--- src/shared/vphy_special_pkg.sv ---
// constants, field layout and carrier types of the virtual phy special control register
package vphy_special_pkg;
    // location in the system map (byte address) and on the serial management bus (index)
    localparam logic [15:0] SPECIAL_CTRL_OFFSET = 16'h01dc;
    localparam logic [4:0]  SPECIAL_CTRL_INDEX  = 5'h1f;
    // field positions inside the sixteen visible bits
    localparam int MODE2_BIT    = 15;
    localparam int LOOPBACK_BIT = 14;
    localparam int MODE_HI_BIT  = 9;
    localparam int MODE_LO_BIT  = 8;
    localparam int COLL_BIT     = 7;
    localparam int CLK_DIR_BIT  = 6;
    localparam int CLK_STR_BIT  = 5;
    // port mode codes
    localparam logic [2:0] MODE_RMII_MAC = 3'h2;
    localparam logic [2:0] MODE_RMII_PHY = 3'h3;
    // reset values and padding
    localparam logic        CTRL_BIT_RESET = 1'b0;
    localparam logic [15:0] PAD_ZERO       = 16'h0000;
    localparam logic [15:0] WORD_ZERO      = 16'h0000;

    // hardware straps that seed the read-only and kept-over-soft-reset fields
    typedef struct packed {
        logic [2:0] mode;
        logic       clk_dir;
        logic       clk_str;
    } strap_type;

    // one rmii transmit symbol
    typedef struct packed {
        logic       en;
        logic [1:0] data;
    } rmii_sym_type;

    localparam rmii_sym_type SYM_IDLE = '0;
    localparam strap_type    STRAP_ZERO = '0;

    // strap capture sequencing, gray along load -> run
    typedef enum logic [1:0] {
        ST_LOAD = 2'h0,
        ST_RUN  = 2'h1
    } strap_state_type;
endpackage

--- src/logic/virtual_phy_special_ctrl.sv ---
// virtual phy special control/status register with loopback, collision test and clock control
`timescale 1ns/1ps
module virtual_phy_special_ctrl (
    input  wire logic                           i_clk_sys,
    input  wire logic                           i_rst_n,
    input  wire logic                           i_vphy_soft_rst,
    input  wire logic                           i_vphy_reset_control,
    input  wire vphy_special_pkg::strap_type    i_straps,
    input  wire logic [15:0]                    i_sys_addr,
    input  wire logic                           i_sys_wr,
    input  wire logic                           i_sys_rd,
    input  wire logic [31:0]                    i_sys_wdata,
    output logic      [31:0]                    o_sys_rdata,
    output logic                                o_sys_rvalid,
    input  wire logic [4:0]                     i_mdio_reg,
    input  wire logic                           i_mdio_wr,
    input  wire logic                           i_mdio_rd,
    input  wire logic [15:0]                    i_mdio_wdata,
    output logic      [15:0]                    o_mdio_rdata,
    output logic                                o_mdio_rvalid,
    input  wire logic                           i_isolate,
    input  wire vphy_special_pkg::rmii_sym_type i_fab_tx,
    input  wire logic                           i_swe_tx_active,
    output vphy_special_pkg::rmii_sym_type      o_ext_tx,
    output vphy_special_pkg::rmii_sym_type      o_swe_loop_rx,
    output logic                                o_fab_col,
    output logic                                o_refclk_oe_n,
    output logic                                o_clk_drive_16ma,
    output logic      [2:0]                     o_port_mode,
    output logic                                o_loopback
);

    vphy_special_pkg::strap_type       strap_s1_r;
    vphy_special_pkg::strap_type       strap_s2_r;
    vphy_special_pkg::strap_type       strap_s3_r;
    logic                              fill_s1_r;
    logic                              fill_s2_r;
    logic                              fill_s3_r;
    vphy_special_pkg::strap_state_type state_r;
    logic [2:0]                        mode_r;
    logic                              loop_r;
    logic                              coll_r;
    logic                              clk_dir_r;
    logic                              clk_str_r;
    logic                              sys_wr_hit;
    logic                              mdio_wr_hit;
    logic                              wr_hit;
    logic [15:0]                       wr_word;
    logic                              strap_take;
    logic                              hard_rst;
    logic                              soft_rst;

    // assemble the visible sixteen bits; used by both read paths
    function automatic logic [15:0] pack_word(input logic [2:0] mode, input logic lb,
                                              input logic col, input logic dir, input logic str);
        logic [15:0] w;
        w = vphy_special_pkg::WORD_ZERO;
        w[vphy_special_pkg::MODE2_BIT]    = mode[2];
        w[vphy_special_pkg::MODE_HI_BIT]  = mode[1];
        w[vphy_special_pkg::MODE_LO_BIT]  = mode[0];
        w[vphy_special_pkg::LOOPBACK_BIT] = lb;
        w[vphy_special_pkg::COLL_BIT]     = col;
        w[vphy_special_pkg::CLK_DIR_BIT]  = dir;
        w[vphy_special_pkg::CLK_STR_BIT]  = str;
        return w;
    endfunction

    // write decode; system map wins if both ports write in one cycle
    assign sys_wr_hit  = i_sys_wr && (i_sys_addr == vphy_special_pkg::SPECIAL_CTRL_OFFSET);
    assign mdio_wr_hit = i_mdio_wr && (i_mdio_reg == vphy_special_pkg::SPECIAL_CTRL_INDEX);
    assign wr_hit      = sys_wr_hit || mdio_wr_hit;
    assign wr_word     = sys_wr_hit ? i_sys_wdata[15:0] : i_mdio_wdata;
    assign hard_rst    = !i_rst_n || i_vphy_reset_control;
    assign soft_rst    = hard_rst || i_vphy_soft_rst;
    // a strap counts once the second and third stages agree; the fill flags keep a
    // freshly reset chain, whose stages all read zero, from passing for agreement
    assign strap_take  = (state_r == vphy_special_pkg::ST_LOAD) && fill_s3_r
                         && (strap_s2_r == strap_s3_r);

    // strap synchroniser, three stages
    always_ff @(posedge i_clk_sys) begin
        if (!i_rst_n) begin
            strap_s1_r <= vphy_special_pkg::STRAP_ZERO;
            strap_s2_r <= vphy_special_pkg::STRAP_ZERO;
            strap_s3_r <= vphy_special_pkg::STRAP_ZERO;
            fill_s1_r  <= 1'b0;
            fill_s2_r  <= 1'b0;
            fill_s3_r  <= 1'b0;
        end else begin
            strap_s1_r <= i_straps;
            strap_s2_r <= strap_s1_r;
            strap_s3_r <= strap_s2_r;
            fill_s1_r  <= 1'b1;
            fill_s2_r  <= fill_s1_r;
            fill_s3_r  <= fill_s2_r;
        end
    end

    // capture straps after each hard reset; reset itself only loads constants
    always_ff @(posedge i_clk_sys) begin
        if (hard_rst) begin
            state_r <= vphy_special_pkg::ST_LOAD;
        end else begin
            case (state_r)
                vphy_special_pkg::ST_LOAD: begin
                    if (strap_take) begin
                        state_r <= vphy_special_pkg::ST_RUN;
                    end
                end
                vphy_special_pkg::ST_RUN: begin
                    state_r <= vphy_special_pkg::ST_RUN;
                end
                default: begin
                    state_r <= vphy_special_pkg::ST_LOAD;
                end
            endcase
        end
    end

    // port mode, read-only, seeded from straps
    always_ff @(posedge i_clk_sys) begin
        if (hard_rst) begin
            mode_r <= vphy_special_pkg::STRAP_ZERO.mode;
        end else if (strap_take) begin
            mode_r <= strap_s3_r.mode;
        end
    end

    // clock bits: kept over soft reset, only hard resets reload them
    always_ff @(posedge i_clk_sys) begin
        if (hard_rst) begin
            clk_dir_r <= vphy_special_pkg::CTRL_BIT_RESET;
            clk_str_r <= vphy_special_pkg::CTRL_BIT_RESET;
        end else if (strap_take) begin
            clk_dir_r <= strap_s3_r.clk_dir;
            clk_str_r <= strap_s3_r.clk_str;
        end else if (wr_hit) begin
            clk_dir_r <= wr_word[vphy_special_pkg::CLK_DIR_BIT];
            clk_str_r <= wr_word[vphy_special_pkg::CLK_STR_BIT];
        end
    end

    // loopback and collision test; cleared by any reset, soft reset beats a write
    always_ff @(posedge i_clk_sys) begin
        if (soft_rst) begin
            loop_r <= vphy_special_pkg::CTRL_BIT_RESET;
            coll_r <= vphy_special_pkg::CTRL_BIT_RESET;
        end else if (wr_hit) begin
            loop_r <= wr_word[vphy_special_pkg::LOOPBACK_BIT];
            coll_r <= wr_word[vphy_special_pkg::COLL_BIT];
        end
    end

    // read paths, one cycle; unmapped reads answer zero
    always_ff @(posedge i_clk_sys) begin
        if (!i_rst_n) begin
            o_sys_rdata   <= {vphy_special_pkg::PAD_ZERO, vphy_special_pkg::WORD_ZERO};
            o_sys_rvalid  <= 1'b0;
            o_mdio_rdata  <= vphy_special_pkg::WORD_ZERO;
            o_mdio_rvalid <= 1'b0;
        end else begin
            o_sys_rvalid  <= i_sys_rd;
            o_mdio_rvalid <= i_mdio_rd;
            if (i_sys_rd && (i_sys_addr == vphy_special_pkg::SPECIAL_CTRL_OFFSET)) begin
                o_sys_rdata <= {vphy_special_pkg::PAD_ZERO,
                                pack_word(mode_r, loop_r, coll_r, clk_dir_r, clk_str_r)};
            end else begin
                o_sys_rdata <= {vphy_special_pkg::PAD_ZERO, vphy_special_pkg::WORD_ZERO};
            end
            if (i_mdio_rd && (i_mdio_reg == vphy_special_pkg::SPECIAL_CTRL_INDEX)) begin
                o_mdio_rdata <= pack_word(mode_r, loop_r, coll_r, clk_dir_r, clk_str_r);
            end else begin
                o_mdio_rdata <= vphy_special_pkg::WORD_ZERO;
            end
        end
    end

    // transmit steering; isolate blocks the pin side only, so loopback still runs
    always_ff @(posedge i_clk_sys) begin
        if (!i_rst_n) begin
            o_ext_tx      <= vphy_special_pkg::SYM_IDLE;
            o_swe_loop_rx <= vphy_special_pkg::SYM_IDLE;
        end else begin
            o_ext_tx      <= (loop_r || i_isolate) ? vphy_special_pkg::SYM_IDLE
                                                   : i_fab_tx;
            o_swe_loop_rx <= loop_r ? i_fab_tx : vphy_special_pkg::SYM_IDLE;
        end
    end

    // collision forcing and pad controls
    always_ff @(posedge i_clk_sys) begin
        if (!i_rst_n) begin
            o_fab_col        <= 1'b0;
            o_refclk_oe_n    <= 1'b1;
            o_clk_drive_16ma <= 1'b0;
            o_port_mode      <= vphy_special_pkg::STRAP_ZERO.mode;
            o_loopback       <= 1'b0;
        end else begin
            o_fab_col        <= coll_r && i_swe_tx_active;
            o_refclk_oe_n    <= !clk_dir_r;
            o_clk_drive_16ma <= clk_str_r;
            o_port_mode      <= mode_r;
            o_loopback       <= loop_r;
        end
    end

    a_loop_blocks_ext: assert property (@(posedge i_clk_sys) disable iff (!i_rst_n)
        loop_r |=> (o_ext_tx == vphy_special_pkg::SYM_IDLE))
        else $error("external port sees traffic during loopback");

    a_loop_iso_feed: assert property (@(posedge i_clk_sys) disable iff (!i_rst_n)
        (loop_r && i_isolate) |=> (o_swe_loop_rx == $past(i_fab_tx)))
        else $error("loopback lost while isolated");

    a_mode_readback: assert property (@(posedge i_clk_sys) disable iff (!i_rst_n)
        (i_sys_rd && i_sys_addr == vphy_special_pkg::SPECIAL_CTRL_OFFSET)
        |=> ({o_sys_rdata[15], o_sys_rdata[9:8]} == $past(mode_r)))
        else $error("mode field read back wrong");

    a_coll_follows_tx: assert property (@(posedge i_clk_sys) disable iff (!i_rst_n)
        ##1 (o_fab_col == ($past(coll_r) && $past(i_swe_tx_active))))
        else $error("collision indication wrong");

    a_refclk_dir_pin: assert property (@(posedge i_clk_sys) disable iff (!i_rst_n)
        $rose(clk_dir_r) |=> !o_refclk_oe_n)
        else $error("reference clock pin not driven");

    a_clk_strength_pin: assert property (@(posedge i_clk_sys) disable iff (!i_rst_n)
        (clk_str_r ##1 clk_str_r) |-> o_clk_drive_16ma)
        else $error("drive strength select wrong");

    a_strap_seed: assert property (@(posedge i_clk_sys) disable iff (!i_rst_n)
        (strap_take && !i_vphy_reset_control)
        |=> (mode_r == $past(strap_s3_r.mode)) && (clk_dir_r == $past(strap_s3_r.clk_dir)))
        else $error("strap defaults not loaded");

    a_kept_over_soft: assert property (@(posedge i_clk_sys) disable iff (!i_rst_n)
        (i_vphy_soft_rst && !i_vphy_reset_control && !wr_hit && !strap_take)
        |=> $stable(clk_dir_r) && $stable(clk_str_r) && !loop_r && !coll_r)
        else $error("soft reset disturbed kept bits");

    a_upper_pad_zero: assert property (@(posedge i_clk_sys) disable iff (!i_rst_n)
        i_sys_rd |=> (o_sys_rdata[31:16] == vphy_special_pkg::PAD_ZERO))
        else $error("padding bits not zero");

    a_reserved_zero: assert property (@(posedge i_clk_sys) disable iff (!i_rst_n)
        i_mdio_rd |=> (o_mdio_rdata[13:10] == 4'h0) && (o_mdio_rdata[4:0] == 5'h00))
        else $error("reserved bits not zero");

endmodule // virtual_phy_special_ctrl

--- config.mk ---
export PLATFORM = sky130hd
export DESIGN_NAME = virtual_phy_special_ctrl
export DESIGN_NICKNAME = d
export VERILOG_FILES = /design/src/shared/vphy_special_pkg.sv /design/src/logic/virtual_phy_special_ctrl.sv
export SDC_FILE = /design/constraint.sdc
export NUM_CORES = 1
export LEC_CHECK = 0
export ABC_CLOCK_PERIOD_IN_PS = 2100
export BUFFER_PORTS_ARGS = -buffer_cell sky130_fd_sc_hd__buf_2
export CAP_MARGIN = 20
export CELL_PAD_IN_SITES_DETAIL_PLACEMENT = 0
export CELL_PAD_IN_SITES_GLOBAL_PLACEMENT = 1
export CORE_ASPECT_RATIO = 1.25
export CORE_UTILIZATION = 31
export CTS_CLUSTER_SIZE = 40
export DETAILED_ROUTE_END_ITERATION = 10
export PLACE_DENSITY = 0.9
export SYNTH_ARGS = -nofsm -noshare
export SYNTH_HDL_FRONTEND = slang
export SYNTH_SLANG_ARGS = --single-unit
--- constraint.sdc ---
create_clock -name i_clk_sys -period 2.1 [get_ports i_clk_sys]
set_clock_uncertainty 0.2 [all_clocks]
set_input_delay 0 -clock i_clk_sys [delete_from_list [all_inputs] [get_ports i_clk_sys]]
set_output_delay 0 -clock i_clk_sys [all_outputs]
set_load 0.01 [all_outputs]
==> out/results.ini, run 1 <==
[run_status]
status=complete, no violations

[place]
portBuffers=75
dp_hpwl_mm=2.727
globalplace.congestion=0.7499
dpl.cell_count=353
pre_cts_ws_ns=0.6383

[clock_network]
htreeDepth=2
clock_latency_ns=0.29
cts_max_path_buffers=2
cts_buffers=5
cts_setup_buffers=0
cts_resized=0
cts_sinks=55
path_clk_slew_ns=0.09
cts_tree=done
cts_root_buf=clkbuf_8

[yosys]
syn_area_per_cell_sq_um=10.66
synth_flop_cell=dfxtp_1
synth_top_area_cell=dfxtp_1
synthTopCellsByCount=55 x dfxtp_1, 34 x and2_1, 34 x buf_4
synth-edff-count=0
synth_top_area_share_pct=51.89
ys_seq_elements=55
synth_cell_types=31
yosys_warnings=0
synth_area_leaders=dfxtp_1 52%, buf_4 12%, and2_1 10%, nor4b_4 3.4%, and3_2 2.5%
synthArstFlopShare_pct=0
netlist_instances=199
syn_area_sq_mm=0.002122
ys_seq_area_share_pct=51.89
synth_most_common_cell=dfxtp_1

[floorplan]
initial_core_util_pct=32.12
die-area_sq_mm=0.007182
top_level_ports=150
die_h_um=94.50
die_x_um=76
rows=33
coreArea_sq_mm=0.006606

[route]
drc=0
antenna_left=0
wl_per_cell_um=9.800
first_pass_iters=3
vias_per_cell=4.049
routed_wl_mm=3.822
vias=1579
drt_iter0_drc=25

[finish]
final_core_util_pct=42.84
num-nets-final=389
final_cells=390
fillers=664
drive_above_1_share_pct=31.35
insertedDiodeCount=0
syn2layout_area_growth_pct=33.37

[sta]
fmax_mhz=526.3
setup_violations=0
timing.final.crit_share_pct=90.48
finalHoldViolCount=0
rsz0062_at_grt=false
hold-worst-slack_ns=0.02793
setup_ws_ns=0.2000
tns_ns=0
slew_viol_final=0
period_needed_ns=1.900

[global_routing]
grt_max_degree=34
grt_overflow_total=0
top_usage_layer=met2
antenna_found_initial=0
first_global_vias=1395
grt_pass1_wl_mm=5.913
grtUsageMet3_pct=2.609
use_met2_pct=18.86
track_usage_pct=10.40
grtUsageMet1_pct=10.88

[worst_setup_path]
end_kind=flop
crit_type=primary input to flop
worstPathRequired_ns=2.14
crit_path_start_kind=primary input
cp_max_fo=33
arrival_ns=1.94

[pwr]
power_leakage_nw=1.339
ir_worst_vdd_mv=0.2326
pwr_density_cell_mw_per_mm2=645.4

[hold_path]
min_path_type=primary input to flop

[run]
cap_violations=0

cell usage in the layout, fill, tap and decap left out:
master and count:
and3b_1 1, dlygate4sd3_1 29, buf_2 75, clkinvlp_4 1
nand2_1 2, a21oi_1 4, a31oi_1 2, nor4b_4 3
and4_4 1, and3_2 7, a221oi_1 2, and4b_1 1
nand4_1 5, xnor2_1 5, o31ai_1 2, nor2b_1 1
nand3_1 3, and3_1 5, nor3b_1 5, conb_1 34
a2bb2oi_1 1, nor3_1 4, clkinv_4 1, nor2_1 2
clkbuf_8 6, o21ai_0 4, nand2b_1 2, and2_1 34
dfxtp_1 55, o21a_1 2, nand3b_1 1, and4_1 2
a2bb2oi_2 1
cell type report:
type | instances | area [sq um] | share of cell area, %
sequential | 55 | 1101 | 38.90
multi-input combinational | 136 | 855.8 | 30.24
timing repair buffer | 104 | 665.6 | 23.52
tap | 87 | 108.9 | 3.846
clock buffer | 6 | 82.58 | 2.918
clock inverter | 2 | 16.27 | 0.5747
per-layer routing:
layer | wire, um | share of wire (%) | up-vias
li1 | - | - | 809
met1 | 1499 | 39 | 686
met2 | 1985 | 52 | 72
met3 | 243 | 6.4 | 12
met4 | 94 | 2.5 | 0
met5 | 0 | 0 | -
sequential cells by signal, indices dropped and copies added (netlist names), 3 cells and up:
register       count
o_port_mode        3
o_mdio_rdata       7
strap_s1_r         5
o_swe_loop_rx      3
o_ext_tx           3
mode_r             3
strap_s2_r         5
o_sys_rdata        7
strap_s3_r         5
stage by stage:
stage,cell area [sq um],total power (W)
2_1_floorplan,2246,0.001219
3_3_place_gp,2441,0.001232
3_5_place_dp,2441,0.001235
4_1_cts,2830,0.001858
5_1_grt,2830,0.001933
6_report,2830,0.001827
critical path, stage by stage:
cell           delay [ns]
dlygate4sd3_1        0.52
buf_2                0.40
nor3b_1              0.33
and2_1               0.16
dlygate4sd3_1        0.53
kinds of logic after synthesis:
kind of cell | synth area share, %
other | 0.1767
and+or+nand+nor | 26.42
DFF | 51.89
xor gates and xnor gates | 2.064
buffers and inverters | 13.62
AOI/OAI and AO/OA | 5.837
path summary, 6_finish.rpt:
check,startpoint,to,slack [ns],cells after the start
setup / recovery,i_rst_n,o_ext_tx[0],0.20,5
hold / removal,i_mdio_reg[4],o_mdio_rdata[7],0.03,3
setup reg to reg,loop_r,loop_r,0.39,4
hold reg to reg,clk_dir_r,o_refclk_oe_n,0.23,1
repair_timing:
action,4_1_cts,5_1_grt
hold buffers,29,0
setup endpoints to repair,0,0
hold endpoints to repair,24,0
power breakdown:
part           internal, W  switching [W]  leakage [nW]
Sequential         0.00106     0.00000679         0.447
Combinational    0.0000891      0.0000886         0.844
Clock             0.000269       0.000311        0.0474
Total              0.00142       0.000407          1.34
(Power assumes the default switching activity.)
==> inputs of run 2 (changes only) <==
ABC_CLOCK_PERIOD_IN_PS = 1900   (was 2100)
CORE_UTILIZATION = 29   (was 31)
PLACE_DENSITY = 0.85   (was 0.9)
clock period = 1.9 ns   (was 2.1 ns; I/O delays follow)
==> out/results.ini, run 2 (synthesized netlist as in run 1, its figures left out) <==
[run_status]
status=complete, no violations

[floorplan]
coreArea_sq_mm=0.007019
die_x_um=78.51
rows=34
top_level_ports=150
initial_core_util_pct=30.23
die_h_um=97.64
die-area_sq_mm=0.007666

[clock_network]
clock_latency_ns=0.30
cts_sinks=55
cts_root_buf=clkbuf_8
cts_tree=done
cts_buffers=5
cts_max_path_buffers=2
cts_setup_buffers=0
path_clk_slew_ns=0.09
htreeDepth=2

[finish]
final_core_util_pct=41.59
layout_common_cells=75 x buf_2, 55 x dfxtp_1, 36 x dlygate4sd3_1, 34 x and2_1, 34 x conb_1
num-nets-final=397
insertedDiodeCount=0
drive_above_1_share_pct=31.51
top_regs=o_mdio_rdata (7), o_sys_rdata (7)
layout_commonest_cell=buf_2
syn2layout_area_growth_pct=37.56
final_area_sq_mm=0.002919

[pwr]
pwr_density_cell_mw_per_mm2=702.1
p_comb_share_pct=10.4
internal_power_w=0.001578
switching_share_pct=23.00
switchingPower_w=0.0004714
power_w=0.002049
ir_worst_vdd_mv=0.3107
seqPwrFrac_pct=57.6
power_leakage_nw=1.382
pwr-share-clk_pct=32.0

[route]
met1_length_mm=1.768
met2WireLength_mm=2.088
drc=0
top_layer_used=met4
antenna_left=0
wl_per_cell_um=10.72
met3WireLength_um=273
drt_iter0_drc=52
vias_per_cell=4.047
routed_wl_mm=4.300
vias=1623
first_pass_iters=4

[sta]
timing.final.crit_share_pct=94.06
finalHoldViolCount=0
setup_violations=0
fmax_mhz=559.6
hold-worst-slack_ns=0.02699
period_needed_ns=1.787
rsz0062_at_grt=false
slew_viol_final=0
tns_ns=0

[global_routing]
grt_max_degree=18
antenna_found_initial=0
track_usage_pct=11.58
grt_pass1_wl_mm=6.865
grt_overflow_total=0
first_global_vias=1545

[worst_setup_path]
reg2reg_from=loop_r
end_kind=flop
rrSetupSlack_ns=0.26
crit_type=primary input to flop
worstPathRequired_ns=1.90
r2r_end=o_ext_tx[0]
cp_max_fo=11
arrival_ns=1.78
crit_path_start_kind=primary input
r2r_cells=3

[run]
cap_violations=0

[place]
portBuffers=75
placed_area_sq_mm=0.002452
dp_hpwl_mm=2.902
globalplace.congestion=0.7367

[hold_path]
min_path_type=primary input to flop
hp-start=i_mdio_wdata[6]
hold_depth=4
hold_end=clk_dir_r

[run 2: worst max-delay path by stage]
stage / cells after the start / startpoint / end
2_1_floorplan: 5 / strap_s3_r[0] / mode_r[0]
3_3_place_gp: 4 / strap_s3_r[0] / clk_str_r
3_5_place_dp: 4 / strap_s3_r[0] / clk_str_r
4_1_cts: 6 / i_rst_n / coll_r
5_1_grt: 6 / i_rst_n / coll_r
6_report: 6 / i_rst_n / o_ext_tx[0]
[run 2: area by class of cell]
cell class / count / area [sq um]
Tap cell: 90 / 112.6
Clock buffer: 6 / 82.58
Clock inverter: 2 / 16.27
Sequential cell: 55 / 1101
Multi-Input combinational cell: 136 / 863.3
Fill cell: 687 / 4100
Timing Repair Buffer: 112 / 743.2
[run 2: metal layers]
layer  track usage, %  vias up
met3            3.192       12
met1            12.28      710
li1                 -      823
met2            19.80       78
met4            7.407        0
met5                0        -
[run 2: stage by stage]
stage | setup WS (ns) | std cells
after floorplan | 0.6030 | 232
after global placement | 0.4883 | 357
after detailed placement | 0.4688 | 357
after CTS | 0.07128 | 401
after global routing | 0.05780 | 401
final | 0.1129 | 401
[run 2: critical path: stages]
cell and delay [ns]:
buf_2 0.13, dlygate4sd3_1 0.58, buf_4 0.18, nor3b_2 0.16
and2_1 0.17, dlygate4sd3_1 0.56
[run 2: power by group through the flow]
stage | combinational, W | sequential (W) | clock, W
2_1_floorplan | 0.000138 | 0.00121 | 0
3_3_place_gp | 0.000158 | 0.00121 | 0
3_5_place_dp | 0.000160 | 0.00121 | 0
4_1_cts | 0.000208 | 0.00118 | 0.000674
5_1_grt | 0.000233 | 0.00118 | 0.000738
6_report | 0.000213 | 0.00118 | 0.000656
[run 2: timing repair]
action                                  in CTS  in global routing
gates resized for setup                      0                  2
hold buffers                                36                  0
endpoints found under the hold margin       34                  0
endpoints found under the setup margin       0                  5
==> inputs of run 3 (changes only) <==
CORE_UTILIZATION = 30   (was 29)
CTS_BUF_LIST = sky130_fd_sc_hd__clkbuf_2   (was not set)
PLACE_DENSITY = 0.87   (was 0.85)
==> out/results.ini, run 3 (synthesized netlist as in run 1, its figures left out) <==
[pwr]
power_w=0.001969
internal_power_w=0.001516
switching_share_pct=23.03
p_comb_share_pct=10.8
power_leakage_nw=1.402
pwr_density_cell_mw_per_mm2=672.5
switchingPower_w=0.0004534
seqPwrFrac_pct=60.2
pwr-share-clk_pct=29.0
ir_worst_vdd_mv=0.3659

[worst_setup_path]
arrival_ns=2.12
end_kind=flop
crit_type=primary input to flop
cp_max_fo=8
crit_path_start_kind=primary input
worstPathRequired_ns=2.08

[finish]
final_core_util_pct=43.77
layout_commonest_cell=buf_2
syn2layout_area_growth_pct=37.97
insertedDiodeCount=0
fillers=660
num-nets-final=400
layout_common_cells=74 x buf_2, 55 x dfxtp_1, 39 x dlygate4sd3_1, 34 x and2_1, 34 x conb_1
regArea_sq_mm=0.001101
top_regs=o_mdio_rdata (7), o_sys_rdata (7)
multiInputGateArea_sq_um=870.8
drive_above_1_share_pct=31.53

[route]
drc=0
routed_wl_mm=3.998
first_pass_iters=4
antenna_left=0
wl_per_cell_um=9.970
drt_iter0_drc=36
vias_per_cell=4.055
vias=1626

[global_routing]
antenna_found_initial=0
grt_max_degree=27
first_global_vias=1471
grt_overflow_total=0
grt_pass1_wl_mm=6.341
track_usage_pct=10.92

[floorplan]
rows=33
top_level_ports=150
initial_core_util_pct=31.72
coreArea_sq_mm=0.006689
die_x_um=77.23
die_h_um=96.03
die-area_sq_mm=0.007416

[hold_path]
min_path_type=primary input to flop

[place]
pre_cts_ws_ns=0.4478
globalplace.congestion=0.7601
portBuffers=75
dp_hpwl_mm=2.905

[clock_network]
cts_tree=done
clock_latency_ns=0.41
cts_root_buf=clkbuf_2
htreeDepth=2
cts_max_path_buffers=2
cts_buffers=5
cts_setup_buffers=0
path_clk_slew_ns=0.25
cts_sinks=55

[sta]
setup_ws_ns=-0.03531
timing.final.crit_share_pct=101.9
fmax_mhz=516.7
slew_viol_final=0
setup_violations=1
finalHoldViolCount=0
period_needed_ns=1.935

[run_status]
violations=negative setup slack
status=finished, violations left

[run]
cap_violations=0

==> run 3: layout make-up <==
type                       count  share of cell area, %
tap                           87                  3.718
clock inverter                 3                  1.581
sequential                    55                  37.61
clock buffer                   5                 0.8547
timing repair buffer         115                  26.50
multi-input combinational    136                  29.74
==> run 3: repair_timing <==
| item | 4_1_cts | 5_1_grt |
|---|---|---|
| gates resized for setup | 0 | 4 |
| hold endpoints to repair | 55 | 1 |
| setup endpoints to repair | 0 | 2 |
| hold buffers | 38 | 2 |
==> run 3: per-layer routing <==
layer  GRT usage [%]  wire length [um]  up-vias  part of all wire (%)
met3           2.370               304        8                   7.6
li1                -                 -      832                     -
met5               0                 0        -                     0
met2           20.72              2071       85                    52
met1           11.20              1557      701                    39
met4           5.818                64        0                   1.6
==> run 3: through the flow <==
step / TNS (ns) / cells / hold slack, ns / instance area [sq um]
detailed placement: 0 / 354 / 0.008171 / 2449
CTS: 0 / 400 / 0.03794 / 2900
global route: -0.006783 / 401 / 0.03758 / 2928
floorplan: 0 / 232 / -0.1723 / 2246
global placement: 0 / 354 / 0.009075 / 2449
finish: -0.03531 / 401 / 0.03466 / 2928
==> run 3: final timing paths <==
kind	cells past startpoint	slack, ns	endpoint	from
worst max register to register	4	0.16	loop_r	loop_r
worst min register to register	1	0.26	o_refclk_oe_n	clk_dir_r
worst min-delay path	5	0.03	coll_r	i_mdio_reg[0]
worst max-delay path	6	-0.04	loop_r	i_sys_wr
==> run 3: power by group through the flow <==
stage	Sequential, W	Combinational [W]	Clock [W]
after global routing	0.00119	0.000233	0.000663
final	0.00119	0.000213	0.000570
after CTS	0.00119	0.000206	0.000590
after floorplan	0.00121	0.000138	0
after global placement	0.00121	0.000156	0
after detailed placement	0.00121	0.000160	0
==> run 3: worst max-delay path: stages <==
cell	delay (ns)
dlygate4sd3_1	0.54
clkbuf_4	0.17
nor3b_2	0.15
dlygate4sd3_1	0.57
nor3_2	0.12
dlygate4sd3_1	0.56
